## config.mk

```make
export PLATFORM = sky130hd
export DESIGN_NAME = dfi_mc_end_flat
export DESIGN_NICKNAME = d
export VERILOG_FILES = /design/src/core/dfi_pkg.sv /design/src/core/dfi_if.sv /design/src/core/dfi_mc_end.sv /design/src/flat_wrapper.sv
export SDC_FILE = /design/constraint.sdc
export NUM_CORES = 1
export LEC_CHECK = 0
export BUFFER_PORTS_ARGS = -buffer_cell sky130_fd_sc_hd__buf_2
export CAP_MARGIN = 20
export CORE_MARGIN = 3
export CORE_UTILIZATION = 52
export CTS_CLUSTER_SIZE = 24
export DETAILED_ROUTE_END_ITERATION = 10
export PLACE_DENSITY = 0.81
export REMOVE_ABC_BUFFERS = 1
export SKIP_CTS_REPAIR_TIMING = 1
export SYNTH_ARGS = -nofsm -noshare
export SYNTH_HDL_FRONTEND = slang
export SYNTH_SLANG_ARGS = --single-unit
```

## constraint.sdc

```tcl
create_clock -name sys_clk -period 4.5 [get_ports sys_clk]
set_input_delay 0.45 -clock sys_clk [delete_from_list [all_inputs] [get_ports sys_clk]]
set_output_delay 0.45 -clock sys_clk [all_outputs]
set_load 0.05 [all_outputs]
```

## src/core/dfi_pkg.sv

```systemverilog
// Shared constants for the controller and PHY ends of the DFI link
package dfi_pkg;
   // Command kinds offered by the controller's user port
   localparam logic [1:0] KIND_OTHER = 2'h0;
   localparam logic [1:0] KIND_READ = 2'h1;
   localparam logic [1:0] KIND_WRITE = 2'h2;
   // Reset and idle levels of the control outputs
   localparam logic STROBE_IDLE = 1'h1;
   localparam logic CKE_RESET = 1'h0;
   localparam logic ODT_RESET = 1'h0;
   // Field widths
   localparam int LEN_W = 4;
   localparam int WAKE_W = 4;
   localparam int UPD_TYPE_W = 2;
   // PHY-end cycle counts
   localparam int PHY_INIT_CYC = 8;
   localparam int PHY_REINIT_CYC = 6;
   localparam int PHY_UPD_CYC0 = 4;
   localparam int PHY_UPD_CYC1 = 8;
   localparam int PHY_UPD_CYC2 = 16;
   localparam int PHY_UPD_CYC3 = 32;
   localparam int PHY_RD_DELAY = 3;
   localparam int PHY_WR_DELAY = 2;
endpackage

```

## src/core/dfi_if.sv

```systemverilog
// DFI signal bundle joining the controller end and the PHY end
`timescale 1ns/1ps
`default_nettype none
interface dfi_if #(
   parameter int DW = 32,
   parameter int EW = 8,
   parameter int SLICES = 4,
   parameter int AW = 16,
   parameter int BW = 3,
   parameter int CSW = 1,
   parameter int CAW = 10
);
   localparam int MW = (DW + 7) / 8;
   localparam int EMW = (EW + 7) / 8;
   logic dfi_init_start;
   logic dfi_init_complete;
   logic dfi_rddata_en;
   logic dfi_rdecc_en;
   logic dfi_rddata_valid;
   logic [DW-1:0] dfi_rddata;
   logic [EW-1:0] dfi_rdecc;
   logic dfi_ras_n;
   logic dfi_cas_n;
   logic dfi_we_n;
   logic [CSW-1:0] dfi_cke;
   logic [CSW-1:0] dfi_cs_n;
   logic [CSW-1:0] dfi_odt;
   logic [CAW-1:0] dfi_cmd_addr;
   logic [AW-1:0] dfi_address;
   logic [BW-1:0] dfi_bank;
   logic [SLICES-1:0] dfi_wrdata_en;
   logic [DW-1:0] dfi_wrdata;
   logic [MW-1:0] dfi_wrdata_mask;
   logic [SLICES-1:0] dfi_wrecc_en;
   logic [EW-1:0] dfi_wrecc;
   logic [EMW-1:0] dfi_wrecc_mask;
   logic dfi_dram_clk_disable;
   logic dfi_phyupd_req;
   logic dfi_phyupd_ack;
   logic [1:0] dfi_phyupd_type;
   logic dfi_clp_req;
   logic dfi_clp_ack;
   logic [3:0] dfi_clp_wakeup;
   logic dfi_rdlp_req;
   logic dfi_rdlp_ack;
   logic [3:0] dfi_rdlp_wakeup;

   modport mc (
      output dfi_init_start, dfi_rddata_en, dfi_rdecc_en, dfi_ras_n, dfi_cas_n, dfi_we_n, dfi_cke,
      output dfi_cs_n, dfi_odt, dfi_cmd_addr, dfi_address, dfi_bank, dfi_wrdata_en, dfi_wrdata,
      output dfi_wrdata_mask, dfi_wrecc_en, dfi_wrecc, dfi_wrecc_mask, dfi_dram_clk_disable,
      output dfi_phyupd_ack, dfi_clp_req, dfi_clp_wakeup, dfi_rdlp_req, dfi_rdlp_wakeup,
      input dfi_init_complete, dfi_rddata_valid, dfi_rddata, dfi_rdecc, dfi_phyupd_req,
      input dfi_phyupd_type, dfi_clp_ack, dfi_rdlp_ack
   );
   modport phy (
      input dfi_init_start, dfi_rddata_en, dfi_rdecc_en, dfi_ras_n, dfi_cas_n, dfi_we_n, dfi_cke,
      input dfi_cs_n, dfi_odt, dfi_cmd_addr, dfi_address, dfi_bank, dfi_wrdata_en, dfi_wrdata,
      input dfi_wrdata_mask, dfi_wrecc_en, dfi_wrecc, dfi_wrecc_mask, dfi_dram_clk_disable,
      input dfi_phyupd_ack, dfi_clp_req, dfi_clp_wakeup, dfi_rdlp_req, dfi_rdlp_wakeup,
      output dfi_init_complete, dfi_rddata_valid, dfi_rddata, dfi_rdecc, dfi_phyupd_req,
      output dfi_phyupd_type, dfi_clp_ack, dfi_rdlp_ack
   );
endinterface
`default_nettype wire

```

## src/core/dfi_mc_end.sv

```systemverilog
// Controller end of the DFI link: command issue, read/write enables, update and low-power
`timescale 1ns/1ps
`default_nettype none
// What this block does
// - Outputs stay default until PHY init completes; dfi_clp_wakeup and dfi_rdlp_wakeup follow their inputs throughout
// - PHY drops init complete to acknowledge re-init
// - PHY re-raises init complete within tinit_complete
// - PHY read valid spans exactly the data words
// - PHY returns read data within tphy_rdlat
// - Read enable trddata_en after read, spans data
// - Read ECC follows read data and enable timing
// - Every command drives strobes, address, bank, termination
// - Write data starts tphy_wrdata after enable, matches span
// - One mask bit per byte, partial top byte
// - Write enable tphy_wrlat after command, held contiguous
// - One write enable bit per data slice
// - Write ECC, mask, valid share write timing
// - Clock disable holds memory clock constant
// - PHY holds update request until update done
// - Always acknowledge update; hold until request drops
// - No traffic while update acknowledge is high
// - PHY supplies a four-way update type
// - Separate command and read low-power requests, wakeup
// - Low-power acknowledge is optional; never waited for
// - Write data lead is configurable
module dfi_mc_end #(
   parameter int DW = 32,
   parameter int EW = 8,
   parameter int SLICES = 4,
   parameter int AW = 16,
   parameter int BW = 3,
   parameter int CSW = 1,
   parameter int CAW = 10,
   parameter int T_W = 8
) (
   // Clock and reset
   input wire logic sys_clk,
   input wire logic rst_b,
   // DFI link
   dfi_if.mc dfi,
   // Command request
   input wire logic cmd_valid,
   output logic cmd_ready,
   input wire logic [1:0] cmd_kind,
   input wire logic [dfi_pkg::LEN_W-1:0] cmd_len,
   input wire logic cmd_ras_n,
   input wire logic cmd_cas_n,
   input wire logic cmd_we_n,
   input wire logic [CSW-1:0] cmd_cs_n,
   input wire logic [AW-1:0] cmd_addr,
   input wire logic [BW-1:0] cmd_bank,
   input wire logic [CAW-1:0] cmd_ca,
   input wire logic [CSW-1:0] cke_level,
   input wire logic [CSW-1:0] odt_level,
   // Write data pull
   output logic wr_pull,
   input wire logic [DW-1:0] wr_data,
   input wire logic [(DW+7)/8-1:0] wr_mask,
   input wire logic [EW-1:0] wr_ecc,
   input wire logic [(EW+7)/8-1:0] wr_ecc_mask,
   // Read data out
   output logic rd_valid,
   output logic [DW-1:0] rd_data,
   output logic [EW-1:0] rd_ecc,
   // Static timing configuration
   input wire logic [T_W-1:0] cfg_wrlat,
   input wire logic [T_W-1:0] cfg_wrdata,
   input wire logic [T_W-1:0] cfg_rddata_en,
   input wire logic [T_W-1:0] cfg_rdlat,
   input wire logic [T_W-1:0] cfg_init_cmp,
   // Frequency change, clock and low-power control
   input wire logic freq_req,
   output logic freq_done,
   output logic init_timeout,
   input wire logic clk_disable_req,
   input wire logic lp_cmd_req,
   input wire logic [dfi_pkg::WAKE_W-1:0] lp_cmd_wakeup,
   input wire logic lp_rd_req,
   input wire logic [dfi_pkg::WAKE_W-1:0] lp_rd_wakeup,
   output logic lp_cmd_acked,
   output logic lp_rd_acked,
   output logic upd_active
);
   localparam int CW = T_W + 2;
   typedef enum logic [2:0] {DFIM_INIT = 3'h0, DFIM_IDLE = 3'h1, DFIM_RUN = 3'h3, DFIM_UPD = 3'h2,
                             DFIM_FRQ_REQ = 3'h6, DFIM_FRQ_WAIT = 3'h7} dfim_state_e;

   dfim_state_e st_q;
   logic [CW-1:0] t_q;
   logic [CW-1:0] end_q;
   logic [CW-1:0] len_q;
   logic is_wr_q;
   logic is_rd_q;
   logic [T_W-1:0] wrlat_q;
   logic [T_W-1:0] wrdata_q;
   logic [T_W-1:0] rden_q;
   logic [T_W-1:0] rdlat_q;
   logic [T_W-1:0] initc_q;
   logic ras_n_q;
   logic cas_n_q;
   logic we_n_q;
   logic [CSW-1:0] cs_n_q;
   logic [AW-1:0] addr_q;
   logic [BW-1:0] bank_q;
   logic [CAW-1:0] ca_q;
   logic wen_q;
   logic ren_q;
   logic [DW-1:0] wdata_q;
   logic [(DW+7)/8-1:0] wmask_q;
   logic [EW-1:0] wecc_q;
   logic [(EW+7)/8-1:0] wecc_mask_q;
   logic init_start_q;
   logic upd_ack_q;
   logic misc_ok_q;

   wire init_ok = dfi.dfi_init_complete;
   wire idle = (st_q == DFIM_IDLE);
   wire issue = cmd_valid & cmd_ready;
   wire [CW-1:0] t_d = t_q + CW'(1);
   wire [CW-1:0] wen_lo = CW'(wrlat_q);
   wire [CW-1:0] wd_lo = CW'(wrlat_q) + CW'(wrdata_q);
   wire [CW-1:0] ren_lo = CW'(rden_q);
   wire [CW-1:0] new_len = CW'(cmd_len);
   wire [CW-1:0] new_wr_end = CW'(cfg_wrlat) + CW'(cfg_wrdata) + new_len;
   wire [CW-1:0] new_rd_end = CW'(cfg_rddata_en) + CW'(cfg_rdlat) + new_len;
   wire run = (st_q == DFIM_RUN);
   wire wen_d = run & is_wr_q & (t_d >= wen_lo) & (t_d < wen_lo + len_q);
   wire wd_d = run & is_wr_q & (t_d >= wd_lo) & (t_d < wd_lo + len_q);
   wire ren_d = run & is_rd_q & (t_d >= ren_lo) & (t_d < ren_lo + len_q);

   // Commands only when initialised, idle and no update or re-init pending
   assign cmd_ready = idle & init_ok & ~dfi.dfi_phyupd_req & ~freq_req;
   assign wr_pull = wd_d;
   assign upd_active = upd_ack_q;

   // Sequencer, timing sampling, update and frequency-change handshakes
   always_ff @(posedge sys_clk or negedge rst_b)
   begin
      if (!rst_b)
      begin
         st_q <= DFIM_INIT;
         t_q <= '0;
         end_q <= '0;
         len_q <= '0;
         is_wr_q <= 1'h0;
         is_rd_q <= 1'h0;
         wrlat_q <= '0;
         wrdata_q <= '0;
         rden_q <= '0;
         rdlat_q <= '0;
         initc_q <= '0;
         init_start_q <= 1'h0;
         upd_ack_q <= 1'h0;
         freq_done <= 1'h0;
         init_timeout <= 1'h0;
      end
      else
      begin
         freq_done <= 1'h0;
         t_q <= t_d;
         case (st_q)
            DFIM_INIT:
               if (init_ok)
                  st_q <= DFIM_IDLE;
            DFIM_IDLE:
            begin
               // Sampled only here so a change never bends a transfer in flight
               wrlat_q <= cfg_wrlat;
               wrdata_q <= cfg_wrdata;
               rden_q <= cfg_rddata_en;
               rdlat_q <= cfg_rdlat;
               initc_q <= cfg_init_cmp;
               t_q <= '0;
               if (dfi.dfi_phyupd_req)
               begin
                  st_q <= DFIM_UPD;
                  upd_ack_q <= 1'h1;
               end
               else if (freq_req && init_ok)
               begin
                  st_q <= DFIM_FRQ_REQ;
                  init_start_q <= 1'h1;
                  init_timeout <= 1'h0;
               end
               else if (issue)
               begin
                  st_q <= DFIM_RUN;
                  len_q <= new_len;
                  is_wr_q <= (cmd_kind == dfi_pkg::KIND_WRITE);
                  is_rd_q <= (cmd_kind == dfi_pkg::KIND_READ);
                  if (cmd_kind == dfi_pkg::KIND_WRITE)
                     end_q <= new_wr_end;
                  else if (cmd_kind == dfi_pkg::KIND_READ)
                     end_q <= new_rd_end;
                  else
                     end_q <= '0;
               end
            end
            DFIM_RUN:
               if (t_q >= end_q)
                  st_q <= DFIM_IDLE;
            DFIM_UPD:
               if (!dfi.dfi_phyupd_req)
               begin
                  st_q <= DFIM_IDLE;
                  upd_ack_q <= 1'h0;
               end
            DFIM_FRQ_REQ:
            begin
               t_q <= '0;
               if (!init_ok)
               begin
                  st_q <= DFIM_FRQ_WAIT;
                  init_start_q <= 1'h0;
               end
            end
            DFIM_FRQ_WAIT:
               if (init_ok)
               begin
                  st_q <= DFIM_IDLE;
                  freq_done <= 1'h1;
               end
               else if (t_q >= CW'(initc_q))
                  init_timeout <= 1'h1;
            default: st_q <= DFIM_INIT;
         endcase
      end
   end

   // Command bus: one cycle per command, no-operation levels otherwise
   always_ff @(posedge sys_clk or negedge rst_b)
   begin
      if (!rst_b)
      begin
         ras_n_q <= dfi_pkg::STROBE_IDLE;
         cas_n_q <= dfi_pkg::STROBE_IDLE;
         we_n_q <= dfi_pkg::STROBE_IDLE;
         cs_n_q <= {CSW{dfi_pkg::STROBE_IDLE}};
         addr_q <= '0;
         bank_q <= '0;
         ca_q <= '0;
      end
      else
      begin
         ras_n_q <= issue ? cmd_ras_n : dfi_pkg::STROBE_IDLE;
         cas_n_q <= issue ? cmd_cas_n : dfi_pkg::STROBE_IDLE;
         we_n_q <= issue ? cmd_we_n : dfi_pkg::STROBE_IDLE;
         cs_n_q <= issue ? cmd_cs_n : {CSW{dfi_pkg::STROBE_IDLE}};
         if (issue)
         begin
            addr_q <= cmd_addr;
            bank_q <= cmd_bank;
            ca_q <= cmd_ca;
         end
      end
   end

   // Data enables and write data stream
   always_ff @(posedge sys_clk or negedge rst_b)
   begin
      if (!rst_b)
      begin
         wen_q <= 1'h0;
         ren_q <= 1'h0;
         wdata_q <= '0;
         wmask_q <= '0;
         wecc_q <= '0;
         wecc_mask_q <= '0;
         rd_valid <= 1'h0;
         rd_data <= '0;
         rd_ecc <= '0;
         misc_ok_q <= 1'h0;
      end
      else
      begin
         wen_q <= wen_d;
         ren_q <= ren_d;
         if (wd_d)
         begin
            wdata_q <= wr_data;
            wmask_q <= wr_mask;
            wecc_q <= wr_ecc;
            wecc_mask_q <= wr_ecc_mask;
         end
         rd_valid <= dfi.dfi_rddata_valid;
         if (dfi.dfi_rddata_valid)
         begin
            rd_data <= dfi.dfi_rddata;
            rd_ecc <= dfi.dfi_rdecc;
         end
         // Level controls wait for init and are parked low during an update
         misc_ok_q <= init_ok & (st_q != DFIM_INIT) & (st_q != DFIM_UPD);
      end
   end

   assign dfi.dfi_init_start = init_start_q;
   assign dfi.dfi_ras_n = ras_n_q;
   assign dfi.dfi_cas_n = cas_n_q;
   assign dfi.dfi_we_n = we_n_q;
   assign dfi.dfi_cs_n = cs_n_q;
   assign dfi.dfi_address = addr_q;
   assign dfi.dfi_bank = bank_q;
   assign dfi.dfi_cmd_addr = ca_q;
   assign dfi.dfi_cke = (st_q == DFIM_INIT) ? {CSW{dfi_pkg::CKE_RESET}} : cke_level;
   assign dfi.dfi_odt = misc_ok_q ? odt_level : {CSW{dfi_pkg::ODT_RESET}};
   assign dfi.dfi_wrdata_en = {SLICES{wen_q}};
   assign dfi.dfi_wrecc_en = {SLICES{wen_q}};
   assign dfi.dfi_wrdata = wdata_q;
   assign dfi.dfi_wrdata_mask = wmask_q;
   assign dfi.dfi_wrecc = wecc_q;
   assign dfi.dfi_wrecc_mask = wecc_mask_q;
   assign dfi.dfi_rddata_en = ren_q;
   assign dfi.dfi_rdecc_en = ren_q;
   assign dfi.dfi_dram_clk_disable = misc_ok_q & clk_disable_req;
   assign dfi.dfi_phyupd_ack = upd_ack_q;
   // Low-power offers only while idle; acknowledge is reported, never awaited
   assign dfi.dfi_clp_req = misc_ok_q & idle & lp_cmd_req;
   assign dfi.dfi_clp_wakeup = lp_cmd_wakeup;
   assign dfi.dfi_rdlp_req = misc_ok_q & idle & lp_rd_req;
   assign dfi.dfi_rdlp_wakeup = lp_rd_wakeup;
   assign lp_cmd_acked = dfi.dfi_clp_ack;
   assign lp_rd_acked = dfi.dfi_rdlp_ack;
endmodule
`default_nettype wire

```

## src/flat_wrapper.sv

```systemverilog
// flat-port wrapper written by rule: the top's interface ports become plain ports
module dfi_mc_end_flat 
#(
   parameter int DW = 32,
   parameter int EW = 8,
   parameter int SLICES = 4,
   parameter int AW = 16,
   parameter int BW = 3,
   parameter int CSW = 1,
   parameter int CAW = 10,
   parameter int T_W = 8
)
  (sys_clk, rst_b, cmd_valid, cmd_ready, cmd_kind, cmd_len, cmd_ras_n, cmd_cas_n, cmd_we_n, cmd_cs_n, cmd_addr, cmd_bank, cmd_ca, cke_level, odt_level, wr_pull, wr_data, wr_mask, wr_ecc, wr_ecc_mask, rd_valid, rd_data, rd_ecc, cfg_wrlat, cfg_wrdata, cfg_rddata_en, cfg_rdlat, cfg_init_cmp, freq_req, freq_done, init_timeout, clk_disable_req, lp_cmd_req, lp_cmd_wakeup, lp_rd_req, lp_rd_wakeup, lp_cmd_acked, lp_rd_acked, upd_active, dfi_dfi_init_start, dfi_dfi_rddata_en, dfi_dfi_rdecc_en, dfi_dfi_ras_n, dfi_dfi_cas_n, dfi_dfi_we_n, dfi_dfi_cke, dfi_dfi_cs_n, dfi_dfi_odt, dfi_dfi_cmd_addr, dfi_dfi_address, dfi_dfi_bank, dfi_dfi_wrdata_en, dfi_dfi_wrdata, dfi_dfi_wrdata_mask, dfi_dfi_wrecc_en, dfi_dfi_wrecc, dfi_dfi_wrecc_mask, dfi_dfi_dram_clk_disable, dfi_dfi_phyupd_ack, dfi_dfi_clp_req, dfi_dfi_clp_wakeup, dfi_dfi_rdlp_req, dfi_dfi_rdlp_wakeup, dfi_dfi_init_complete, dfi_dfi_rddata_valid, dfi_dfi_rddata, dfi_dfi_rdecc, dfi_dfi_phyupd_req, dfi_dfi_phyupd_type, dfi_dfi_clp_ack, dfi_dfi_rdlp_ack);
  dfi_if #(.DW(DW), .EW(EW), .SLICES(SLICES), .AW(AW), .BW(BW), .CSW(CSW), .CAW(CAW)) dfi_i ();
  input wire logic sys_clk;
  input wire logic rst_b;
  input wire logic cmd_valid;
  output logic cmd_ready;
  input wire logic [1:0] cmd_kind;
  input wire logic [dfi_pkg::LEN_W-1:0] cmd_len;
  input wire logic cmd_ras_n;
  input wire logic cmd_cas_n;
  input wire logic cmd_we_n;
  input wire logic [CSW-1:0] cmd_cs_n;
  input wire logic [AW-1:0] cmd_addr;
  input wire logic [BW-1:0] cmd_bank;
  input wire logic [CAW-1:0] cmd_ca;
  input wire logic [CSW-1:0] cke_level;
  input wire logic [CSW-1:0] odt_level;
  output logic wr_pull;
  input wire logic [DW-1:0] wr_data;
  input wire logic [(DW+7)/8-1:0] wr_mask;
  input wire logic [EW-1:0] wr_ecc;
  input wire logic [(EW+7)/8-1:0] wr_ecc_mask;
  output logic rd_valid;
  output logic [DW-1:0] rd_data;
  output logic [EW-1:0] rd_ecc;
  input wire logic [T_W-1:0] cfg_wrlat;
  input wire logic [T_W-1:0] cfg_wrdata;
  input wire logic [T_W-1:0] cfg_rddata_en;
  input wire logic [T_W-1:0] cfg_rdlat;
  input wire logic [T_W-1:0] cfg_init_cmp;
  input wire logic freq_req;
  output logic freq_done;
  output logic init_timeout;
  input wire logic clk_disable_req;
  input wire logic lp_cmd_req;
  input wire logic [dfi_pkg::WAKE_W-1:0] lp_cmd_wakeup;
  input wire logic lp_rd_req;
  input wire logic [dfi_pkg::WAKE_W-1:0] lp_rd_wakeup;
  output logic lp_cmd_acked;
  output logic lp_rd_acked;
  output logic upd_active;
  output wire logic [$bits(dfi_i.dfi_init_start)-1:0] dfi_dfi_init_start;
  output wire logic [$bits(dfi_i.dfi_rddata_en)-1:0] dfi_dfi_rddata_en;
  output wire logic [$bits(dfi_i.dfi_rdecc_en)-1:0] dfi_dfi_rdecc_en;
  output wire logic [$bits(dfi_i.dfi_ras_n)-1:0] dfi_dfi_ras_n;
  output wire logic [$bits(dfi_i.dfi_cas_n)-1:0] dfi_dfi_cas_n;
  output wire logic [$bits(dfi_i.dfi_we_n)-1:0] dfi_dfi_we_n;
  output wire logic [$bits(dfi_i.dfi_cke)-1:0] dfi_dfi_cke;
  output wire logic [$bits(dfi_i.dfi_cs_n)-1:0] dfi_dfi_cs_n;
  output wire logic [$bits(dfi_i.dfi_odt)-1:0] dfi_dfi_odt;
  output wire logic [$bits(dfi_i.dfi_cmd_addr)-1:0] dfi_dfi_cmd_addr;
  output wire logic [$bits(dfi_i.dfi_address)-1:0] dfi_dfi_address;
  output wire logic [$bits(dfi_i.dfi_bank)-1:0] dfi_dfi_bank;
  output wire logic [$bits(dfi_i.dfi_wrdata_en)-1:0] dfi_dfi_wrdata_en;
  output wire logic [$bits(dfi_i.dfi_wrdata)-1:0] dfi_dfi_wrdata;
  output wire logic [$bits(dfi_i.dfi_wrdata_mask)-1:0] dfi_dfi_wrdata_mask;
  output wire logic [$bits(dfi_i.dfi_wrecc_en)-1:0] dfi_dfi_wrecc_en;
  output wire logic [$bits(dfi_i.dfi_wrecc)-1:0] dfi_dfi_wrecc;
  output wire logic [$bits(dfi_i.dfi_wrecc_mask)-1:0] dfi_dfi_wrecc_mask;
  output wire logic [$bits(dfi_i.dfi_dram_clk_disable)-1:0] dfi_dfi_dram_clk_disable;
  output wire logic [$bits(dfi_i.dfi_phyupd_ack)-1:0] dfi_dfi_phyupd_ack;
  output wire logic [$bits(dfi_i.dfi_clp_req)-1:0] dfi_dfi_clp_req;
  output wire logic [$bits(dfi_i.dfi_clp_wakeup)-1:0] dfi_dfi_clp_wakeup;
  output wire logic [$bits(dfi_i.dfi_rdlp_req)-1:0] dfi_dfi_rdlp_req;
  output wire logic [$bits(dfi_i.dfi_rdlp_wakeup)-1:0] dfi_dfi_rdlp_wakeup;
  input wire logic [$bits(dfi_i.dfi_init_complete)-1:0] dfi_dfi_init_complete;
  input wire logic [$bits(dfi_i.dfi_rddata_valid)-1:0] dfi_dfi_rddata_valid;
  input wire logic [$bits(dfi_i.dfi_rddata)-1:0] dfi_dfi_rddata;
  input wire logic [$bits(dfi_i.dfi_rdecc)-1:0] dfi_dfi_rdecc;
  input wire logic [$bits(dfi_i.dfi_phyupd_req)-1:0] dfi_dfi_phyupd_req;
  input wire logic [$bits(dfi_i.dfi_phyupd_type)-1:0] dfi_dfi_phyupd_type;
  input wire logic [$bits(dfi_i.dfi_clp_ack)-1:0] dfi_dfi_clp_ack;
  input wire logic [$bits(dfi_i.dfi_rdlp_ack)-1:0] dfi_dfi_rdlp_ack;
  assign dfi_dfi_init_start = dfi_i.dfi_init_start;
  assign dfi_dfi_rddata_en = dfi_i.dfi_rddata_en;
  assign dfi_dfi_rdecc_en = dfi_i.dfi_rdecc_en;
  assign dfi_dfi_ras_n = dfi_i.dfi_ras_n;
  assign dfi_dfi_cas_n = dfi_i.dfi_cas_n;
  assign dfi_dfi_we_n = dfi_i.dfi_we_n;
  assign dfi_dfi_cke = dfi_i.dfi_cke;
  assign dfi_dfi_cs_n = dfi_i.dfi_cs_n;
  assign dfi_dfi_odt = dfi_i.dfi_odt;
  assign dfi_dfi_cmd_addr = dfi_i.dfi_cmd_addr;
  assign dfi_dfi_address = dfi_i.dfi_address;
  assign dfi_dfi_bank = dfi_i.dfi_bank;
  assign dfi_dfi_wrdata_en = dfi_i.dfi_wrdata_en;
  assign dfi_dfi_wrdata = dfi_i.dfi_wrdata;
  assign dfi_dfi_wrdata_mask = dfi_i.dfi_wrdata_mask;
  assign dfi_dfi_wrecc_en = dfi_i.dfi_wrecc_en;
  assign dfi_dfi_wrecc = dfi_i.dfi_wrecc;
  assign dfi_dfi_wrecc_mask = dfi_i.dfi_wrecc_mask;
  assign dfi_dfi_dram_clk_disable = dfi_i.dfi_dram_clk_disable;
  assign dfi_dfi_phyupd_ack = dfi_i.dfi_phyupd_ack;
  assign dfi_dfi_clp_req = dfi_i.dfi_clp_req;
  assign dfi_dfi_clp_wakeup = dfi_i.dfi_clp_wakeup;
  assign dfi_dfi_rdlp_req = dfi_i.dfi_rdlp_req;
  assign dfi_dfi_rdlp_wakeup = dfi_i.dfi_rdlp_wakeup;
  assign dfi_i.dfi_init_complete = dfi_dfi_init_complete;
  assign dfi_i.dfi_rddata_valid = dfi_dfi_rddata_valid;
  assign dfi_i.dfi_rddata = dfi_dfi_rddata;
  assign dfi_i.dfi_rdecc = dfi_dfi_rdecc;
  assign dfi_i.dfi_phyupd_req = dfi_dfi_phyupd_req;
  assign dfi_i.dfi_phyupd_type = dfi_dfi_phyupd_type;
  assign dfi_i.dfi_clp_ack = dfi_dfi_clp_ack;
  assign dfi_i.dfi_rdlp_ack = dfi_dfi_rdlp_ack;
  dfi_mc_end #(.DW(DW), .EW(EW), .SLICES(SLICES), .AW(AW), .BW(BW), .CSW(CSW), .CAW(CAW), .T_W(T_W)) u_core (.sys_clk(sys_clk), .rst_b(rst_b), .dfi(dfi_i), .cmd_valid(cmd_valid), .cmd_ready(cmd_ready), .cmd_kind(cmd_kind), .cmd_len(cmd_len), .cmd_ras_n(cmd_ras_n), .cmd_cas_n(cmd_cas_n), .cmd_we_n(cmd_we_n), .cmd_cs_n(cmd_cs_n), .cmd_addr(cmd_addr), .cmd_bank(cmd_bank), .cmd_ca(cmd_ca), .cke_level(cke_level), .odt_level(odt_level), .wr_pull(wr_pull), .wr_data(wr_data), .wr_mask(wr_mask), .wr_ecc(wr_ecc), .wr_ecc_mask(wr_ecc_mask), .rd_valid(rd_valid), .rd_data(rd_data), .rd_ecc(rd_ecc), .cfg_wrlat(cfg_wrlat), .cfg_wrdata(cfg_wrdata), .cfg_rddata_en(cfg_rddata_en), .cfg_rdlat(cfg_rdlat), .cfg_init_cmp(cfg_init_cmp), .freq_req(freq_req), .freq_done(freq_done), .init_timeout(init_timeout), .clk_disable_req(clk_disable_req), .lp_cmd_req(lp_cmd_req), .lp_cmd_wakeup(lp_cmd_wakeup), .lp_rd_req(lp_rd_req), .lp_rd_wakeup(lp_rd_wakeup), .lp_cmd_acked(lp_cmd_acked), .lp_rd_acked(lp_rd_acked), .upd_active(upd_active));
endmodule
```

======== Word-level counts from Yosys, hierarchy flattened ========
Cells that the tools add are included.
storage, ports and cells
  flip-flop bits (word level) ............. 187
  memories ................................ 0
  RAM bits ................................ 0
  bits in read-only memories .............. 0
  output and inout bits ................... 151
  bits in latches ......................... 0
operators by class
  equality and inequality tests ........... 18
  shift-type cells ........................ 0
  reductions and logical operators ........ 13
  muxes and demuxes ....................... 31
  bitwise gates (word level) .............. 21
  multipliers ............................. 0
  div/mod/pow operators ................... 0
  $add $sub $neg .......................... 9
  order comparisons ....................... 8
operators with widths
  kind                   number
  $add 10x4->10          3
  $ge 10x8->1            3
  $lt 10x10->1           3
  $mux 10                3
  $add 8x8->9            3
  $mux 3                 7
  $ge 10x10->1           2
  $add 8x4->9            2
  $and 1x1->1            18
  $mux 1                 17
  $pmux 3 s5             1
  $ne 2x2->1 const B     7
  $add 10x1->10 const B  1
  $reduce_and 5->1       2
  $reduce_and 4->1       2
  $eq 3x2->1 const B     2
  $eq 3x3->1 const B     2
  $pmux 1 s2             3
  $reduce_bool 2->1      3
  $ne 2x1->1 const B     2
  $ne 4x4->1 const B     1
  $reduce_or 2->1        2
  $eq 3x1->1 const B     1
  $logic_not 3->1        1
  other kinds (7)        9

======== Longest topological paths before layout ========
  word-level depth ........................ 9
  mapped depth ............................ 18
  mapped depth without buffers ............ 17

======== Least setup slack after synthesis ========
No wires, ideal clock.
  path kind ............................... reg-to-output
  start ................................... register u_core.wrlat_q[0]
  end ..................................... output wr_pull
  required time ........................... 4.050 ns
  arrival ................................. 3.659 ns
  buffers on the path ..................... 1
  path slack .............................. 0.391 ns
  stages on the path, launching flop included .. 14
  cells stage by stage .................... dfrtp_1 ha_1 fa_1 ha_1 a21o_1 a21oi_1 nor2b_1 o21ai_0 xnor2_1 ha_1 a2111oi_0 a21oi_1 a211oi_4 buf_6
between the ends
  longest elaborated chain between the ends .. 4
ends and longest elaborated chain
  item                                                  RTL line            text
  start: declaration                                    dfi_mc_end.sv:94    logic [T_W-1:0] wrlat_q;
  start signal: assignment                              dfi_mc_end.sv:168   wrlat_q <= cfg_wrlat;
  $add 8x8->9 (*)                                       dfi_mc_end.sv:121   wire [CW-1:0] wd_lo = CW'(wrlat_q) + CW'(wrdata_q);
  $add 10x4->10 / $ge 10x10->1 (equally long branches)  dfi_mc_end.sv:128   wire wd_d = run & is_wr_q & (t_d >= wd_lo) & (t_d < wd_lo + len_q);
  $lt 10x10->1 / $and 1x1->1 (equally long branches)    dfi_mc_end.sv:128
  $and 1x1->1 (*)                                       dfi_mc_end.sv:128
  end: declaration                                      flat_wrapper.sv:30  output logic wr_pull;
Mark *: on every way between the ends. The rest lies on a longest branch, timed or not.

======== Worst setup path in the final report ========
Ends and elaborated chain as after synthesis.

==> key figures <==
Cells and area
  • Post-Layout Cell Count: roughly 1600
  • Area delta synth->final: 25.0%
  • Layout cells sized above 1: 37.0%
  • # nets final: 1656

Floorplanning
  • Total core area: approximately 20000 um2
  • Initial Util: 53.4%
  • Die Height: about 150 um
  • Die area: 22700 um2
  • IO Pins: 339
  • Chip Width: 151 um
  • Num rows: 52

Global route
  • Largest net degree at the start of global routing: 127
  • Global Route Usage Sum: 24.9%
  • Number of global-route vias before repair: 8621
  • Global-route wire length before repair: around 44000 um
  • Remaining Overflow, GRT: 0
  • Initial antenna violation count: 5

Worst hold path
  • Worst min-delay path class: in2async

Critical path
  • Crit path from: u_core.wrlat_q[0]
  • Worst-path maximum fanout: 7
  • WS Path Type: reg2out
  • CP required: 4.05 ns
  • CP endpoint: wr_pull
  • Worst R2R Start: u_core.wrlat_q[0]
  • CP Launch Type: flop
  • CP Capture Type: output port
  • CP arrival: roughly 4 ns
  • R2R Path End: u_core.dfi.dfi_wrdata[23]
  • Reg2Reg Depth: 16
  • Internal reg-to-reg setup slack: 0.35 ns

Drt
  • Routed Antenna Nets: 0
  • Via Count: 8803
  • Initial DRC Count: ~450
  • Detail-routed via count per cell: roughly 5.4
  • Detailed Route WL: 30200 um
  • DRC Markers: 0
  • Drt first pass iters: 5
  • Post-detailed-route wirelength per cell: 18.5 um

Logic synthesis
  • Sequential fraction of the synthesis area: 43.1%
  • Post-Synthesis Mean Instance Area: 10.5 um2
  • Most common cell in the synthesized netlist: dfrtp_1
  • Dominant cells by area after synthesis: dfrtp_1 (42%), ha_1 (13%), nand2_1 (5.9%)
  • Synth Instances: 1031
  • #FFs+latches synth: 187
  • Post-synth top cells: dfrtp_1 (183), nand2_1 (172), ha_1 (112)
  • Yosys warns: 0
  • EDFF count, synth: 0
  • Synth async-reset ratio: 100%
  • Synth cell types: 59
  • Post-synth top area share: a little over two fifths
  • Synth Flop Type: dfrtp_1
  • Mapped Area: 10900 um2
  • Cell taking the most area after synthesis: dfrtp_1

Timing
  • Slew @ Worst Pin: 1.03 ns
  • Slew Limit Fails: 0
  • Setup WS post-layout: 0.0419 ns
  • Minimum clock period: 4.46 ns
  • Setup_tns: 0 ns
  • Fin Clk Skew: 0.0159 ns
  • RSZ-0062 raised after global routing: yes
  • Worst hold slack: 0.114 ns
  • Achievable clock frequency: 0.224 GHz
  • Final setup viols: 0
  • Rel. slew slack: 31.4%
  • Final worst-path cycle share: around 99%
  • Final Hold Fails: 0

Power and ir drop
  • Static Leak: ~7.2 nW
  • Psw: 4.36 mW
  • Switching portion of total power: 46.7%
  • Part of the power in registers: between 20% and 30%
  • Power Density: between 600 and 700 nW/um2
  • Int Power: 4.98 mW
  • Comb pwr share: 56.2%
  • Clock power share: 16.3%
  • Overall power: 9.35 mW
  • Peak VDD IR: 0.411 mV

Placement
  • Routability Congestion: roughly 0.89
  • Hpwl dp: 22500 um
  • Placed Instances: 1582
  • PortBufs: 316
  • Pre-CTS worst setup slack: between 0.1 and 0.15 ns

Clocking
  • CTS Buf Count: 17
  • Clock Tree Buf Depth: 2
  • Clock Pin Slew Worst Setup and Hold Paths: 0.08 ns
  • Clk_lat worst skew: 0.44 ns
  • TritonCTS clock tree: yes
  • Sink Count: 187
  • Root Driver: clkbuf_16
  • Htree depth: 4

Run status
  • Status: completed

Job
  • Max-cap violation count: 0
-- area by class of cell --
class                           count  area [um2]
Multi-Input combinational cell    739        5860
Clock inverter                     14         171
Inverter                           55         206
Tap cell                          270         338
Fill cell                        1516        6770
Timing Repair Buffer              348        1880
Sequential cell                   187        4690
Clock buffer                       18         439
Antenna cell                        6        15.0
-- power groups by stage --
stage               Clock (mW)  Combinational, mW  Sequential, mW
finish                    1.52               5.26            2.57
global route              1.62               5.75            2.62
CTS                       1.55               4.81            2.55
detailed placement           0               4.72            2.57
global placement             0               4.53            2.56
floorplan                    0               2.67            3.41
-- per-stage QoR --
stage | cell area [um2] | util, %
after global routing | 13600 | 66.7
after global placement | 12600 | 62.0
after floorplan | 10600 | -
after CTS | 13200 | 65.0
after detailed placement | 12600 | 62.0
final | 13600 | 66.7
-- cells in the final DEF, fill, tap and decap left out, drive strengths merged, types with 17 or more instances in the layout --
master | Yosys | routed
buf | 28 | 346
ha | 112 | 112
mux2 | 85 | 85
xnor2 | 39 | 39
nor2b | 21 | 21
inv | 55 | 60
xor2 | 17 | 17
clkbuf | 22 | 20
nand2 | 172 | 172
o21ai | 51 | 51
nor2 | 37 | 37
a21oi | 40 | 40
a21o | 31 | 31
dfrtp | 183 | 183
-- logic make-up after synthesis --
group	after synthesis	share of synthesized area, %
xor gates and xnor gates	56	4.65
buffers and inverters	105	4.59
AOI/OAI and AO/OA	184	11.1
adders and majority gates	120	14.4
DFF	187	43.1
muxes	85	10.1
and+or+nand+nor	294	12.1
-- state kept, by name, summed over array words and instances, names as in the netlist, 10 cells and up --
register and flops:
u_core.dfi.dfi_wrdata 32, u_core.rd_data 32, u_core.dfi.dfi_address 16, u_core.dfi.dfi_cmd_addr 10, u_core.end_q 10, u_core.t_q 10
-- routing by layer --
| metal | track usage (%) | part of all wire (%) | vias up |
|---|---|---|---|
| met5 | 0 | 0 | - |
| met1 | 29.9 | 39 | 4246 |
| met4 | 10.4 | 2.5 | 0 |
| li1 | - | - | 4192 |
| met2 | 42.8 | 52 | 319 |
| met3 | 5.96 | 6.1 | 46 |
-- worst min path at each step --
stage                                 end                  startpoint  slack [ns]  cells past startpoint
6_report       u_core.dfi.dfi_cmd_addr[4]                       rst_b        0.11                      1
5_1_grt              u_core.dfi.dfi_ras_n                   cmd_ras_n        0.18                      2
2_1_floorplan   u_core.dfi.dfi_address[0]                       rst_b        0.15                      0
4_1_cts        u_core.dfi.dfi_cmd_addr[4]                       rst_b        0.18                      1
3_5_place_dp   u_core.dfi.dfi_cmd_addr[0]  u_core.dfi.dfi_cmd_addr[0]        0.46                      2
3_3_place_gp       u_core.dfi.dfi_bank[0]      u_core.dfi.dfi_bank[0]        0.45                      2
-- worst max-delay path: stages (launching register included) --
cell       delay [ns]
dfrtp_1          0.43
ha_4             0.18
fa_2             0.36
a21o_1           0.20
a21oi_4          0.18
o21bai_1         0.13
a21oi_2          0.25
o21bai_1         0.09
a21oi_1          0.32
ha_1             0.35
nand4_1          0.15
nor3_2           0.08
a2111oi_4        0.42
a211oi_4         0.13
buf_12           0.16
buf_12           0.14
No activity file was read; power rests on OpenSTA's default activity.
